$ cat config.mk
export PLATFORM = sky130hd
export DESIGN_NAME = rail_enable_sequencer
export DESIGN_NICKNAME = d
export VERILOG_FILES = /design/src/rail_seq_pkg.sv /design/src/seq_trigger.sv /design/src/rail_enable_sequencer.sv
export SDC_FILE = /design/constraint.sdc
export NUM_CORES = 2
export LEC_CHECK = 0
export BUFFER_PORTS_ARGS = -buffer_cell sky130_fd_sc_hd__buf_2
export CORE_MARGIN = 10
export CORE_UTILIZATION = 50
export DETAILED_ROUTE_END_ITERATION = 8
export PLACE_DENSITY_LB_ADDON = 0.2
export SKIP_CTS_REPAIR_TIMING = 1
export SYNTH_ARGS = -nofsm -noshare
export SYNTH_HDL_FRONTEND = slang
export SYNTH_SLANG_ARGS = --single-unit
$ cat constraint.sdc
create_clock -name clk_sys_in -period 7.94 [get_ports clk_sys_in]
set_input_delay 0.397 -clock clk_sys_in [delete_from_list [all_inputs] [get_ports clk_sys_in]]
set_output_delay 0.397 -clock clk_sys_in [all_outputs]
set_load 0.05 [all_outputs]
$ cat src/rail_seq_pkg.sv
// Shared constants and types for the rail enable sequencer.
// Assumes a single 25 MHz system clock for every user of this package.
package rail_seq_pkg;

  // Clock and timing
  localparam int unsigned CLK_HZ = 25_000_000;
  localparam int unsigned RESEQ_HOLD_US = 4500;
  localparam int unsigned RESEQ_HOLD_CYC = CLK_HZ / 1_000_000 * RESEQ_HOLD_US;
  localparam int unsigned TICK_MS = 1;
  localparam int unsigned TICK_CYC = CLK_HZ / 1000 * TICK_MS;

  // Counter widths sized for the default counts
  localparam int unsigned HOLD_W = 17;
  localparam int unsigned TICK_W = 15;

  // Channel layout: rails 1..8 are channels 0..7, general outs 1..4 are 8..11
  localparam int unsigned NUM_RAILS = 8;
  localparam int unsigned NUM_GPO = 4;
  localparam int unsigned NUM_CH = NUM_RAILS + NUM_GPO;
  localparam int unsigned CH_RAIL8 = 7;
  localparam int unsigned CH_GENERAL_OUT_ONE = 8;
  localparam int unsigned VOLT_W = 10;
  localparam int unsigned DLY_W = 16;
  localparam int unsigned PAR_W = 3;
  localparam int unsigned ADDR_SEL_W = 4;

  // Seven-bit bus address: fixed upper bits, select pins on bits 3..0
  localparam logic [7:0] BUS_ADDR_BASE = 8'h60;
  localparam int unsigned BUS_ADDR_LSB = 0;
  localparam logic [7:0] RESTART_VALUE = 8'h00;

  typedef enum logic [1:0] {
    MODE_OFF = 2'h0,
    MODE_TIME = 2'h1,
    MODE_PARENT_REG = 2'h2,
    MODE_PARENT_THR = 2'h3
  } seq_mode_t;

  typedef enum logic [2:0] {
    ST_HOLD = 3'h1,
    ST_LATCH = 3'h2,
    ST_RUN = 3'h4
  } seq_state_t;

endpackage

$ cat src/seq_trigger.sv
// One sequencing trigger: decides when a single output becomes asserted.
// Assumes run_in is low for the whole of every sequencer reset.
`timescale 1ns/1ps
module seq_trigger
  import rail_seq_pkg::*;
(
  // Clock and reset
  input wire logic clk_sys_in,
  input wire logic rst_in,
  input wire logic clk_en_in,
  // Sequencer status
  input wire logic run_in,
  input wire logic ms_tick_in,
  // Configuration
  input wire rail_seq_pkg::seq_mode_t mode_in,
  input wire logic [rail_seq_pkg::DLY_W-1:0] delay_ms_in,
  input wire logic [rail_seq_pkg::VOLT_W-1:0] threshold_in,
  // Parent rail
  input wire logic parent_in_reg_in,
  input wire logic [rail_seq_pkg::VOLT_W-1:0] parent_volt_in,
  // Result
  output logic fired_out
);
  import rail_seq_pkg::*;

  typedef struct packed {
    logic [DLY_W-1:0] cnt;
    logic fired;
  } trig_state_t;

  trig_state_t r, n;

  always_comb begin
    n = r;
    if (!run_in) begin
      n.cnt = '0;
      n.fired = 1'b0;
    end else if (!r.fired) begin
      case (mode_in)
        MODE_TIME: begin
          if (r.cnt >= delay_ms_in) begin
            n.fired = 1'b1;
          end else if (ms_tick_in) begin
            n.cnt = r.cnt + 1'b1;
          end
        end
        MODE_PARENT_REG: begin
          // Parent dropping out before the delay ends restarts the wait
          if (!parent_in_reg_in) begin
            n.cnt = '0;
          end else if (r.cnt >= delay_ms_in) begin
            n.fired = 1'b1;
          end else if (ms_tick_in) begin
            n.cnt = r.cnt + 1'b1;
          end
        end
        MODE_PARENT_THR: begin
          if (parent_volt_in >= threshold_in) begin
            n.fired = 1'b1;
          end
        end
        default: begin
          n.fired = 1'b0;
        end
      endcase
    end
  end

  always_ff @(posedge clk_sys_in or posedge rst_in) begin
    if (rst_in) begin
      r <= '0;
    end else if (clk_en_in) begin
      r <= n;
    end
  end

  assign fired_out = r.fired;
endmodule // seq_trigger

$ cat src/rail_enable_sequencer.sv
// Rail enable sequencer: eight rail enables and four general outputs.
// Assumes voltages, limits and the restart write come from logic on
// clk_sys_in; reset, power-good and address pins come from outside.
`timescale 1ns/1ps

// What this block does
// - Time mode asserts an output a set delay after sequencer reset ends.
// - Parent-regulation mode asserts a set delay after parent enters regulation.
// - A rail is regulated only while its voltage sits within its limits.
// - Threshold mode asserts once parent voltage reaches the set threshold.
// - An excluded rail never drives its enable but may still be monitored.
// - Eight rail enables, each with its own sequencing setup.
// - Each rail enable has a selectable asserted level.
// - The eighth enable pin may serve as general output one instead.
// - Four general outputs use the same three sequencing triggers.
// - From the cycle after sequencer reset begins, every enable and general output floats.
// - External active-low reset input held low forces sequencer reset.
// - Power-up and power cycling force sequencer reset.
// - A resequencing rail alarm forces sequencer reset.
// - A restart write of zero forces sequencer reset.
// - General pins act as outputs only after address selection ends.
// - Address pins are latched on reset release above the fixed base.
// - Alarm resequence floats outputs about 4.5 ms, then reruns sequence.
module rail_enable_sequencer
  import rail_seq_pkg::*;
#(
  parameter int unsigned RESEQ_HOLD_CYCLES = rail_seq_pkg::RESEQ_HOLD_CYC,
  parameter int unsigned MS_CYCLES = rail_seq_pkg::TICK_CYC
)
(
  // Clock and reset
  input wire logic clk_sys_in,
  input wire logic rst_in,
  input wire logic clk_en_in,
  // Reset sources
  input wire logic ext_reset_n_in,
  input wire logic power_ok_in,
  input wire logic alarm_reseq_in,
  input wire logic restart_wr_in,
  input wire logic [7:0] restart_data_in,
  // Rail monitoring
  input wire logic [rail_seq_pkg::NUM_RAILS-1:0][rail_seq_pkg::VOLT_W-1:0]
    rail_sense_in,
  input wire logic [rail_seq_pkg::NUM_RAILS-1:0][rail_seq_pkg::VOLT_W-1:0]
    uv_limit_in,
  input wire logic [rail_seq_pkg::NUM_RAILS-1:0][rail_seq_pkg::VOLT_W-1:0]
    ov_limit_in,
  // Per-channel sequencing setup
  input wire logic [rail_seq_pkg::NUM_CH-1:0][1:0] ch_mode_in,
  input wire logic [rail_seq_pkg::NUM_CH-1:0][rail_seq_pkg::PAR_W-1:0]
    ch_parent_in,
  input wire logic [rail_seq_pkg::NUM_CH-1:0][rail_seq_pkg::DLY_W-1:0]
    ch_delay_ms_in,
  input wire logic [rail_seq_pkg::NUM_CH-1:0][rail_seq_pkg::VOLT_W-1:0]
    ch_threshold_in,
  input wire logic [rail_seq_pkg::NUM_CH-1:0] ch_active_high_in,
  input wire logic rail8_as_gpo_in,
  // Address select pins
  input wire logic [rail_seq_pkg::ADDR_SEL_W-1:0] bus_addr_select_in,
  // Enable and general output pins
  output logic [rail_seq_pkg::NUM_RAILS-2:0] rail_enable_out,
  output logic [rail_seq_pkg::NUM_RAILS-2:0] rail_enable_oe_out,
  output logic rail8_enable_out,
  output logic rail8_enable_oe_out,
  output logic [rail_seq_pkg::NUM_GPO-2:0] general_out,
  output logic [rail_seq_pkg::NUM_GPO-2:0] general_oe_out,
  // Status
  output logic seq_reset_out,
  output logic [7:0] bus_addr_out,
  output logic [rail_seq_pkg::NUM_RAILS-1:0] rail_in_reg_out
);
  import rail_seq_pkg::*;

  ////////////////////////////////////////////////////////////////////////////
  // State

  localparam logic [HOLD_W-1:0] HOLD_LOAD = HOLD_W'(RESEQ_HOLD_CYCLES);
  localparam logic [TICK_W-1:0] TICK_LAST = TICK_W'(MS_CYCLES - 1);

  typedef struct packed {
    seq_state_t state;
    logic [HOLD_W-1:0] hold_cnt;
    logic [TICK_W-1:0] tick_cnt;
    logic ms_tick;
    logic [1:0] ext_rst_n_sync;
    logic [1:0] pwr_ok_sync;
    logic [ADDR_SEL_W-1:0] addr_s1;
    logic [ADDR_SEL_W-1:0] addr_s2;
    logic [ADDR_SEL_W-1:0] addr;
    logic [NUM_RAILS-1:0] in_reg;
    logic [NUM_RAILS-2:0] rail_drv;
    logic [NUM_RAILS-2:0] rail_oe;
    logic pin8_drv;
    logic pin8_oe;
    logic [NUM_GPO-2:0] gpo_drv;
    logic [NUM_GPO-2:0] gpo_oe;
  } top_state_t;

  top_state_t r, n;
  logic [NUM_CH-1:0] fired;
  logic [NUM_CH-1:0] ch_level;
  logic [NUM_CH-1:0] ch_used;
  logic run;
  logic level_rst;
  logic event_rst;
  logic general_out_one;

  function automatic logic in_window(input logic [VOLT_W-1:0] v,
                                     input logic [VOLT_W-1:0] lo,
                                     input logic [VOLT_W-1:0] hi);
    in_window = (v >= lo) && (v <= hi);
  endfunction

  function automatic logic pin_level(input logic asserted,
                                     input logic active_high);
    pin_level = ~(asserted ^ active_high);
  endfunction

  ////////////////////////////////////////////////////////////////////////////
  // Triggers, one per channel

  assign run = (r.state == ST_RUN);

  generate
    for (genvar i = 0; i < NUM_CH; i++) begin : g_ch
      seq_trigger u_trig (
        .clk_sys_in(clk_sys_in),
        .rst_in(rst_in),
        .clk_en_in(clk_en_in),
        .run_in(run),
        .ms_tick_in(r.ms_tick),
        .mode_in(seq_mode_t'(ch_mode_in[i])),
        .delay_ms_in(ch_delay_ms_in[i]),
        .threshold_in(ch_threshold_in[i]),
        .parent_in_reg_in(r.in_reg[ch_parent_in[i]]),
        .parent_volt_in(rail_sense_in[ch_parent_in[i]]),
        .fired_out(fired[i])
      );
      assign ch_level[i] = pin_level(fired[i], ch_active_high_in[i]);
      assign ch_used[i] = (ch_mode_in[i] != MODE_OFF);
    end
  endgenerate

  assign general_out_one = ch_level[CH_GENERAL_OUT_ONE];

  ////////////////////////////////////////////////////////////////////////////
  // Next state

  assign level_rst = !r.ext_rst_n_sync[1] || !r.pwr_ok_sync[1];
  assign event_rst = alarm_reseq_in
                     || (restart_wr_in && restart_data_in == RESTART_VALUE);

  always_comb begin
    n = r;
    n.ext_rst_n_sync = {r.ext_rst_n_sync[0], ext_reset_n_in};
    n.pwr_ok_sync = {r.pwr_ok_sync[0], power_ok_in};
    n.addr_s1 = bus_addr_select_in;
    n.addr_s2 = r.addr_s1;
    for (int k = 0; k < NUM_RAILS; k++) begin
      n.in_reg[k] = in_window(rail_sense_in[k], uv_limit_in[k],
                              ov_limit_in[k]);
    end
    // Millisecond tick only runs once the sequence is live
    n.ms_tick = 1'b0;
    n.tick_cnt = '0;
    if (run) begin
      if (r.tick_cnt == TICK_LAST) begin
        n.ms_tick = 1'b1;
      end else begin
        n.tick_cnt = r.tick_cnt + 1'b1;
      end
    end
    case (r.state)
      ST_HOLD: begin
        if (level_rst || event_rst) begin
          n.hold_cnt = HOLD_LOAD;
        end else if (r.hold_cnt == '0) begin
          n.state = ST_LATCH;
        end else begin
          n.hold_cnt = r.hold_cnt - 1'b1;
        end
      end
      ST_LATCH: begin
        // A request landing in the latch cycle must not be lost
        if (level_rst || event_rst) begin
          n.state = ST_HOLD;
          n.hold_cnt = HOLD_LOAD;
        end else begin
          n.addr = r.addr_s2;
          n.state = ST_RUN;
        end
      end
      ST_RUN: begin
        if (level_rst || event_rst) begin
          n.state = ST_HOLD;
          n.hold_cnt = HOLD_LOAD;
        end
      end
      default: begin
        n.state = ST_HOLD;
        n.hold_cnt = HOLD_LOAD;
      end
    endcase
    // Pins float from one cycle after the live sequence ends, including the latch cycle
    n.rail_drv = ch_level[NUM_RAILS-2:0];
    n.rail_oe = run ? ch_used[NUM_RAILS-2:0] : '0;
    n.gpo_drv = ch_level[NUM_CH-1:CH_GENERAL_OUT_ONE+1];
    n.gpo_oe = run ? ch_used[NUM_CH-1:CH_GENERAL_OUT_ONE+1] : '0;
    if (rail8_as_gpo_in) begin
      n.pin8_drv = general_out_one;
      n.pin8_oe = run && ch_used[CH_GENERAL_OUT_ONE];
    end else begin
      n.pin8_drv = ch_level[CH_RAIL8];
      n.pin8_oe = run && ch_used[CH_RAIL8];
    end
  end

  ////////////////////////////////////////////////////////////////////////////
  // Registers

  always_ff @(posedge clk_sys_in or posedge rst_in) begin
    if (rst_in) begin
      r <= '0;
      r.state <= ST_HOLD;
      r.hold_cnt <= HOLD_LOAD;
    end else if (clk_en_in) begin
      r <= n;
    end
  end

  assign rail_enable_out = r.rail_drv;
  assign rail_enable_oe_out = r.rail_oe;
  assign rail8_enable_out = r.pin8_drv;
  assign rail8_enable_oe_out = r.pin8_oe;
  assign general_out = r.gpo_drv;
  assign general_oe_out = r.gpo_oe;
  assign seq_reset_out = !run;
  assign bus_addr_out = BUS_ADDR_BASE
                        | {4'h0, r.addr};
  assign rail_in_reg_out = r.in_reg;
endmodule // rail_enable_sequencer

== Yosys cells after proc, flatten, opt, wreduce, memory -nomap -nowiden ==
Cells that the tools add are included.
Operators by class
  bitwise logic cells: 25
  eq/ne operators: 69
  order comparisons: 52
  multiplexer cells: 182
  $add $sub $neg: 14
  reduce and logical (&&, ||, !) cells: 46
Operator list (number)
  16-bit two-way mux: 37
  17-bit two-way mux: 27
  16-bit one-hot mux with 2 select lines: 12
  10-bit binary-select mux with 3-bit select: 12
  10-bit >= comparator: 20
  16-bit by 1-bit adder with 16-bit output, second input constant: 12
  16-bit >= comparator: 12
  10-bit two-way mux: 12
  10-bit less-or-equal comparator: 8
  20-bit one-hot mux with 3 select lines: 1
  1-bit two-way mux: 49
  2-bit equality test, second input constant: 24
  3-bit by 4-bit less-than comparator with 1-bit output, second input constant: 12
  3-bit AND reduction: 13
  1-bit binary-select mux with 3-bit select: 12
  1-bit one-hot mux with 3 select lines: 12
  3-bit by 1-bit inequality test with 1-bit output, second input constant: 11
  2-bit inequality test, second input constant: 16
  2-bit by 1-bit equality test with 1-bit output, second input constant: 12
  2-bit nonzero test: 12
  20-bit two-way mux: 1
  17-bit zero test: 1
  17-bit by 1-bit subtractor with 17-bit output, second input constant: 1
  15-bit by 1-bit adder with 15-bit output, second input constant: 1
  16 further kinds: 58
Word-level totals
  bits of input ports: 644
  output and inout port bits: 39
  flip-flop bits (word level): 286
  word-level logic and storage cells: 428

== Depth between registers and ports, before layout ==
  depth after elaboration: 7
  gate-level depth with buffers: 11
  mapped depth without buffers: 10

== Modules after synthesis ==
From an unflattened synthesis, not the netlist that was laid out.
Second synthesis, totals
  cells, all modules: 4165
  area, all modules: 37420.9 um^2
By module, submodules not included
  rail_enable_sequencer: area an instance 16210.5 um^2, sequential area each 2067.0 um^2, times used 1, cells each 1505
  seq_trigger (g_ch[0].u_trig ...): area an instance 1767.9 um^2, sequential area each 425.4 um^2, times used 8, cells each 219
  seq_trigger (g_ch[6].u_trig ...): area an instance 1781.7 um^2, sequential area each 425.4 um^2, times used 3, cells each 231
  seq_trigger (g_ch[9].u_trig): area an instance 1721.7 um^2, sequential area each 425.4 um^2, times used 1, cells each 215

== Worst setup path after synthesis ==
Ideal clock, no wire load.
  path kind: input to register
  from: input port ch_parent_in[3] (netlist bit)
  to: register g_ch[1].u_trig.r (netlist bit g_ch[1].u_trig.fired_out)
  arrival: 3085 ps
  required time: 7818 ps
  stages on the path: 9
  path slack: 4733 ps
  library setup time: 122 ps
  buffers on the path: 1
  cell sequence: buf_1 -> mux4_2 -> mux2_2 -> ha_1 -> a21o_1 -> a21o_1 -> a2111oi_0 -> o41ai_1 -> a32o_1
On the way
  word-level cells in the longest chain between the ends: 7
  elaborated cells between the ends (all ways): 10
  those cells by class: order compare: 1; mux: 9
Ends and longest elaborated chain
  start: declaration: line rail_enable_sequencer.sv:51  | ch_parent_in,
  10-bit binary-select mux with 3-bit select: line rail_enable_sequencer.sv:136  | .parent_volt_in(rail_sense_in[ch_parent_in[i]]),
  10-bit two-way mux (implied by the code): line rail_enable_sequencer.sv:136
  10-bit >= comparator: line seq_trigger.sv:58  | if (parent_volt_in >= threshold_in) begin
  1-bit two-way mux: line seq_trigger.sv:58
  1-bit one-hot mux with 3 select lines *: line seq_trigger.sv:39  | case (mode_in)
  17-bit two-way mux *: line seq_trigger.sv:38  | end else if (!r.fired) begin
  17-bit two-way mux *: line seq_trigger.sv:35  | if (!run_in) begin
  end signal: assignment: line seq_trigger.sv:73  | r <= n;
  end: declaration: line seq_trigger.sv:31  | trig_state_t r, n;
Mark *: on every way between the ends. The rest lies on a longest branch, timed or not. The select of a mux whose other input is x is not followed.
A chain may end at the register's enable or synchronous reset.

== Worst setup path after layout ==
  from: register g_ch[8].u_trig.r[14] (netlist bit)
  to: register g_ch[8].u_trig.r[4] (netlist bit)
On the way
  word-level cells in the longest chain between the ends: 6
Ends and longest elaborated chain (line)
  start: declaration: seq_trigger.sv:31
  start signal: assignment: seq_trigger.sv:73
  16-bit >= comparator *: seq_trigger.sv:41, seq_trigger.sv:51
  16-bit two-way mux *
  16-bit two-way mux
  16-bit one-hot mux with 2 select lines *
  17-bit two-way mux * (2 in a row)
Marks and branches as above.

==> summary.md <==
| Metric | Value |
|---|---|
| Register clock-pin slew on the reported worst setup and hold paths | 0.06 ns |
| Met1 Usage GRT | 38.3% |
| Post-place setup slack | 4.36 ns |
| Max Clk Rate | 0.292 GHz |
| Seq pwr share | 31.9% |
| All-Layer GR Usage | 31.8% |
| Max Slew Vio Count | 0 |
| Gate power share | 30.8% |
| Met2 Use GR | 52.3% |
| Bufs on Longest Clock Path | 3 |
| Worst-skew pair later-pin latency | 0.57 ns |
| Final estimated routing congestion in global placement | 0.970 |
| Worst Slack Setup Final | 4.52 ns |
| Multi-input gate area | 25400 µm² |
| Drt pass-1 iters | 5 |
| Power per cell area | 119 nW/µm² |
| Slew at the pin closest to its max-slew limit | 1.13 ns |
| Total Power | 0.00483 W |
| Critical path class | reg2reg |
| DRC viols | 0 |
| Switching part of the total | 33.3% |
| Critical Path AT | 3.90 ns |
| Vias/cell | 6.36 |
| CTS buffer count | 39 |
| Ys async rst share | 100% |
| Internal | 0.00322 W |
| Post-synth EDFFs | 0 |
| H-tree depth | 2 |
| CP startpoint | g_ch[8].u_trig.r[14]$_DFFE_PP0P_ |
| Post-Syn Area per Cell | 9.17 µm² |
| Dominant cell type by area after synthesis | dfrtp_1 |
| Vias in the first global route | 33449 |
| Maximum net fanout on the critical path | 19 |
| Worst setup path end | g_ch[8].u_trig.r[4]$_DFFE_PP0P_ |
| Max VDD drop | 0.120 mV |
| Number of fillers in the final layout | 6351 |
| Critical path, cell by cell | ha_1 -> a21oi_1 -> nor2_1 -> a211oi_1 -> and2_1 -> nand2_1 -> or4_1 -> o211ai_1 |
| Hold Vio Cnt, Final | 0 |
| Fin crit period | 3.42 ns |
| Max-Cap Viols | 0 |
| Largest net degree at the start of global routing | 160 |
| Full die area | 82500 µm² |
| Ratio of cells with drive above 1 in the final layout | 28.0% |
| Initial Utilization | 50.8% |
| Worst reg2reg path startpoint | g_ch[8].u_trig.r[14]$_DFFE_PP0P_ |
| Via Count | 34070 |
| FF+latch area | 7170 µm² |
| Setup tns final | 0 ns |
| Register bit total from synthesis | 286 |
| Final wirelength | 136000 µm |
| Tcrit/Tclk final | 43.1% |
| Critical Path Sink Type | flop |
| Reg2reg setup slack | 4.52 ns |
| Top FF cell, synth | dfrtp_1 |
| Gate count after technology mapping | 3897 |
| IO Pins | 683 |
| CP max stage delay | 0.77 ns |
| Unique masters post-synth | 96 |
| RSZ-0062 raised after global routing | no |
| Run status | finished, final reports clean |
| Rows | 97 |
| Clock power share | 37.4% |
| Routed WL per cell | 25.3 µm |
| Die Y | 287 µm |
| DP Wirelength | 105000 µm |
| Grt total ovfl | 0 |
| Seq/Total Area, Yosys | 20.1% |
| Clock skew | 0.0242 ns |
| Layout Nets | 5495 |
| Area share of the largest cell type after synthesis | 19.2% |
| P_sw | 0.00161 W |
| CTS tree | built |
| CTS root buffer | clkbuf_16 |
| R2R cell count | 8 |
| Antenna viol nets, final | 0 |
| Port Buffers | 678 |
| Cell area after synthesis | 35700 µm² |
| Layout area overhead | 13.7% |
| M3 GR Usage | 7.70% |
| 1st-iter DRT viols | 3072 |
| Die Wd | 287 µm |
| Leak | 20.0 nW |
| Antenna violations before repair | 46 |
| Worst Hold Class | in2reg |
| Relative slew slack | 24.5% |
| Synth top area cells | dfrtp_1 19%, ha_1 17%, mux4_2 17%, inv_1 5.4%, mux2_2 4.7% |
| Worst EP required | 8.41 ns |
| Global routing's busiest layer | met2 |
| Global-route wire length before repair | 203000 µm |
| Slowest CP cell | a211oi_1 |
| Synth warn | 0 |
| Final setup fails | 0 |
| Worst setup SP type | flop |
| Core area | 70400 µm² |
| # clock sinks | 286 |
| Reg2reg end | g_ch[8].u_trig.r[4]$_DFFE_PP0P_ |
## final cells by class
type	instances	share of cell area (%)
diodes	28	0.173
clock inverters	13	0.367
clock buffers	58	2.80
flip-flops and latches	286	17.7
well taps	940	2.90
multi-input cells	2826	62.6
inverters	513	4.75
repair buffers	695	8.74
## registers in the layout (all words and copies together) (netlist names)
| signal | cells |
|---|---|
| rail_enable_oe_out | 7 |
| n | 6 |
| g_ch.u_trig.fired_out | 12 |
| bus_addr_out | 4 |
| general_out | 3 |
| r | 42 |
| rail8_enable_oe_out | 1 |
| g_ch.u_trig.r | 192 |
| rail8_enable_out | 1 |
| general_oe_out | 3 |
| rail_enable_out | 7 |
| rail_in_reg_out | 8 |
## kinds of logic (layout without fill, tap and decap cells)
| family | Yosys count | count (layout) | synth area share, % |
|---|---|---|---|
| muxes | 436 | 436 | 22.0 |
| other | 2 | 32 | 0.0210 |
| xor gates and xnor gates | 41 | 41 | 1.01 |
| DFF | 286 | 286 | 20.1 |
| AOI/OAI and AO/OA | 873 | 873 | 16.3 |
| adders and majority gates | 490 | 490 | 17.2 |
| buffers and inverters | 787 | 1279 | 8.79 |
| and+or+nand+nor | 982 | 982 | 14.7 |
## synthesized netlist by cell type, types with 8 or more instances
| master | n |
|---|---|
| inv_1 | 512 |
| o31ai_1 | 28 |
| buf_4 | 40 |
| nand3_1 | 174 |
| nor2b_1 | 20 |
| nand4_1 | 88 |
| mux2i_1 | 23 |
| o21ai_0 | 187 |
| a41oi_1 | 17 |
| o211ai_1 | 84 |
| or3_1 | 20 |
| nor4_1 | 14 |
| and3_1 | 61 |
| and2_1 | 28 |
| nand2b_1 | 47 |
| xor2_1 | 13 |
| a21o_1 | 77 |
| nand2_1 | 286 |
| o2111ai_1 | 15 |
| dfstp_2 | 12 |
| a2111oi_0 | 21 |
| buf_2 | 23 |
| o21ai_1 | 40 |
| a32o_1 | 8 |
| o311ai_0 | 11 |
| ha_1 | 490 |
| o41ai_1 | 10 |
| a22o_1 | 13 |
| or4_1 | 66 |
| xnor2_1 | 28 |
| a21oi_1 | 161 |
| a211o_1 | 8 |
| a211oi_1 | 30 |
| nor3_1 | 29 |
| nor2_1 | 101 |
| buf_1 | 34 |
| mux4_2 | 264 |
| a31oi_1 | 64 |
| o21a_1 | 32 |
| a211oi_2 | 8 |
| clkbuf_1 | 176 |
| dfrtp_1 | 274 |
| mux2_2 | 149 |
## worst min path at each step
| stage | start | endpoint | cells after the start |
|---|---|---|---|
| floorplan | rail_enable_oe_out[0]$_DFFE_PP0P_ | rail_enable_oe_out[0]$_DFFE_PP0P_ | 1 |
| global route | bus_addr_select_in[3] | n[37]$_DFFE_PP0P_ | 2 |
| global placement | general_out[1]$_DFFE_PP0P_ | general_out[1]$_DFFE_PP0P_ | 1 |
| finish | bus_addr_select_in[2] | n[36]$_DFFE_PP0P_ | 2 |
| detailed placement | bus_addr_out[2]$_DFFE_PP0P_ | bus_addr_out[2]$_DFFE_PP0P_ | 1 |
| CTS | bus_addr_select_in[2] | n[36]$_DFFE_PP0P_ | 2 |
## critical path, delay by kind of cell (launching register included)
kind / cells / cell delay (ns)
AND/OR/NAND/NOR: 4 / 1.54
AO/OA/AOI/OAI: 3 / 1.03
flip-flops: 1 / 0.44
adder cells (fa/ha/maj): 1 / 0.32
## power by group through the flow
stage / clock network [W] / logic, W / registers, W
global placement: 0 / 0.00143 / 0.00156
finish: 0.00181 / 0.00149 / 0.00154
floorplan: 0 / 0.000972 / 0.00153
global route: 0.00189 / 0.00162 / 0.00154
detailed placement: 0 / 0.00146 / 0.00156
CTS: 0.00184 / 0.00147 / 0.00154
## stage by stage
stage | util [%] | std cells | hold slack, ns | area [µm²]
3_3_place_gp | 55.8 | 5260 | 0.485 | 39300
3_5_place_dp | 55.8 | 5260 | 0.490 | 39300
2_1_floorplan | - | 3899 | 0.456 | 35700
4_1_cts | 57.6 | 5331 | 0.0514 | 40500
5_1_grt | 57.7 | 5354 | 0.0674 | 40600
6_report | 57.7 | 5359 | 0.0751 | 40600
## cells in the final DEF, fill, tap and decap left out, types with 15 or more instances in the layout
cell type  synthesis  routed
o31ai_1           28      28
buf_4             40      16
o21a_1            32      32
and2_1            28      28
o2111ai_1         15      15
clkbuf_16          0      40
inv_1            512     511
dfrtp_1          274     274
and3_1            61      61
nor3_1            29      29
nand2_1          286     286
a21o_1            77      77
buf_2             23     677
mux2i_1           23      23
nor2_1           101     101
a31oi_1           64      64
mux4_2           264     264
o21ai_0          187     187
nor2b_1           20      20
o21ai_1           40      40
ha_1             490     490
nand3_1          174     174
a21oi_1          161     161
mux2_2           149     149
diode_2            0      28
nand2b_1          47      47
xnor2_1           28      28
or4_1             66      66
or3_1             20      20
o211ai_1          84      84
a2111oi_0         21      21
nand4_1           88      88
a211oi_1          30      28
a41oi_1           17      17
## metal layers
layer  vias up  routed length, µm
met2      1830              63500
met1     16232              51300
li1      15526                  -
met5         -                149
met4        24               7760
met3       458              13100
(Power assumes the default switching activity.)
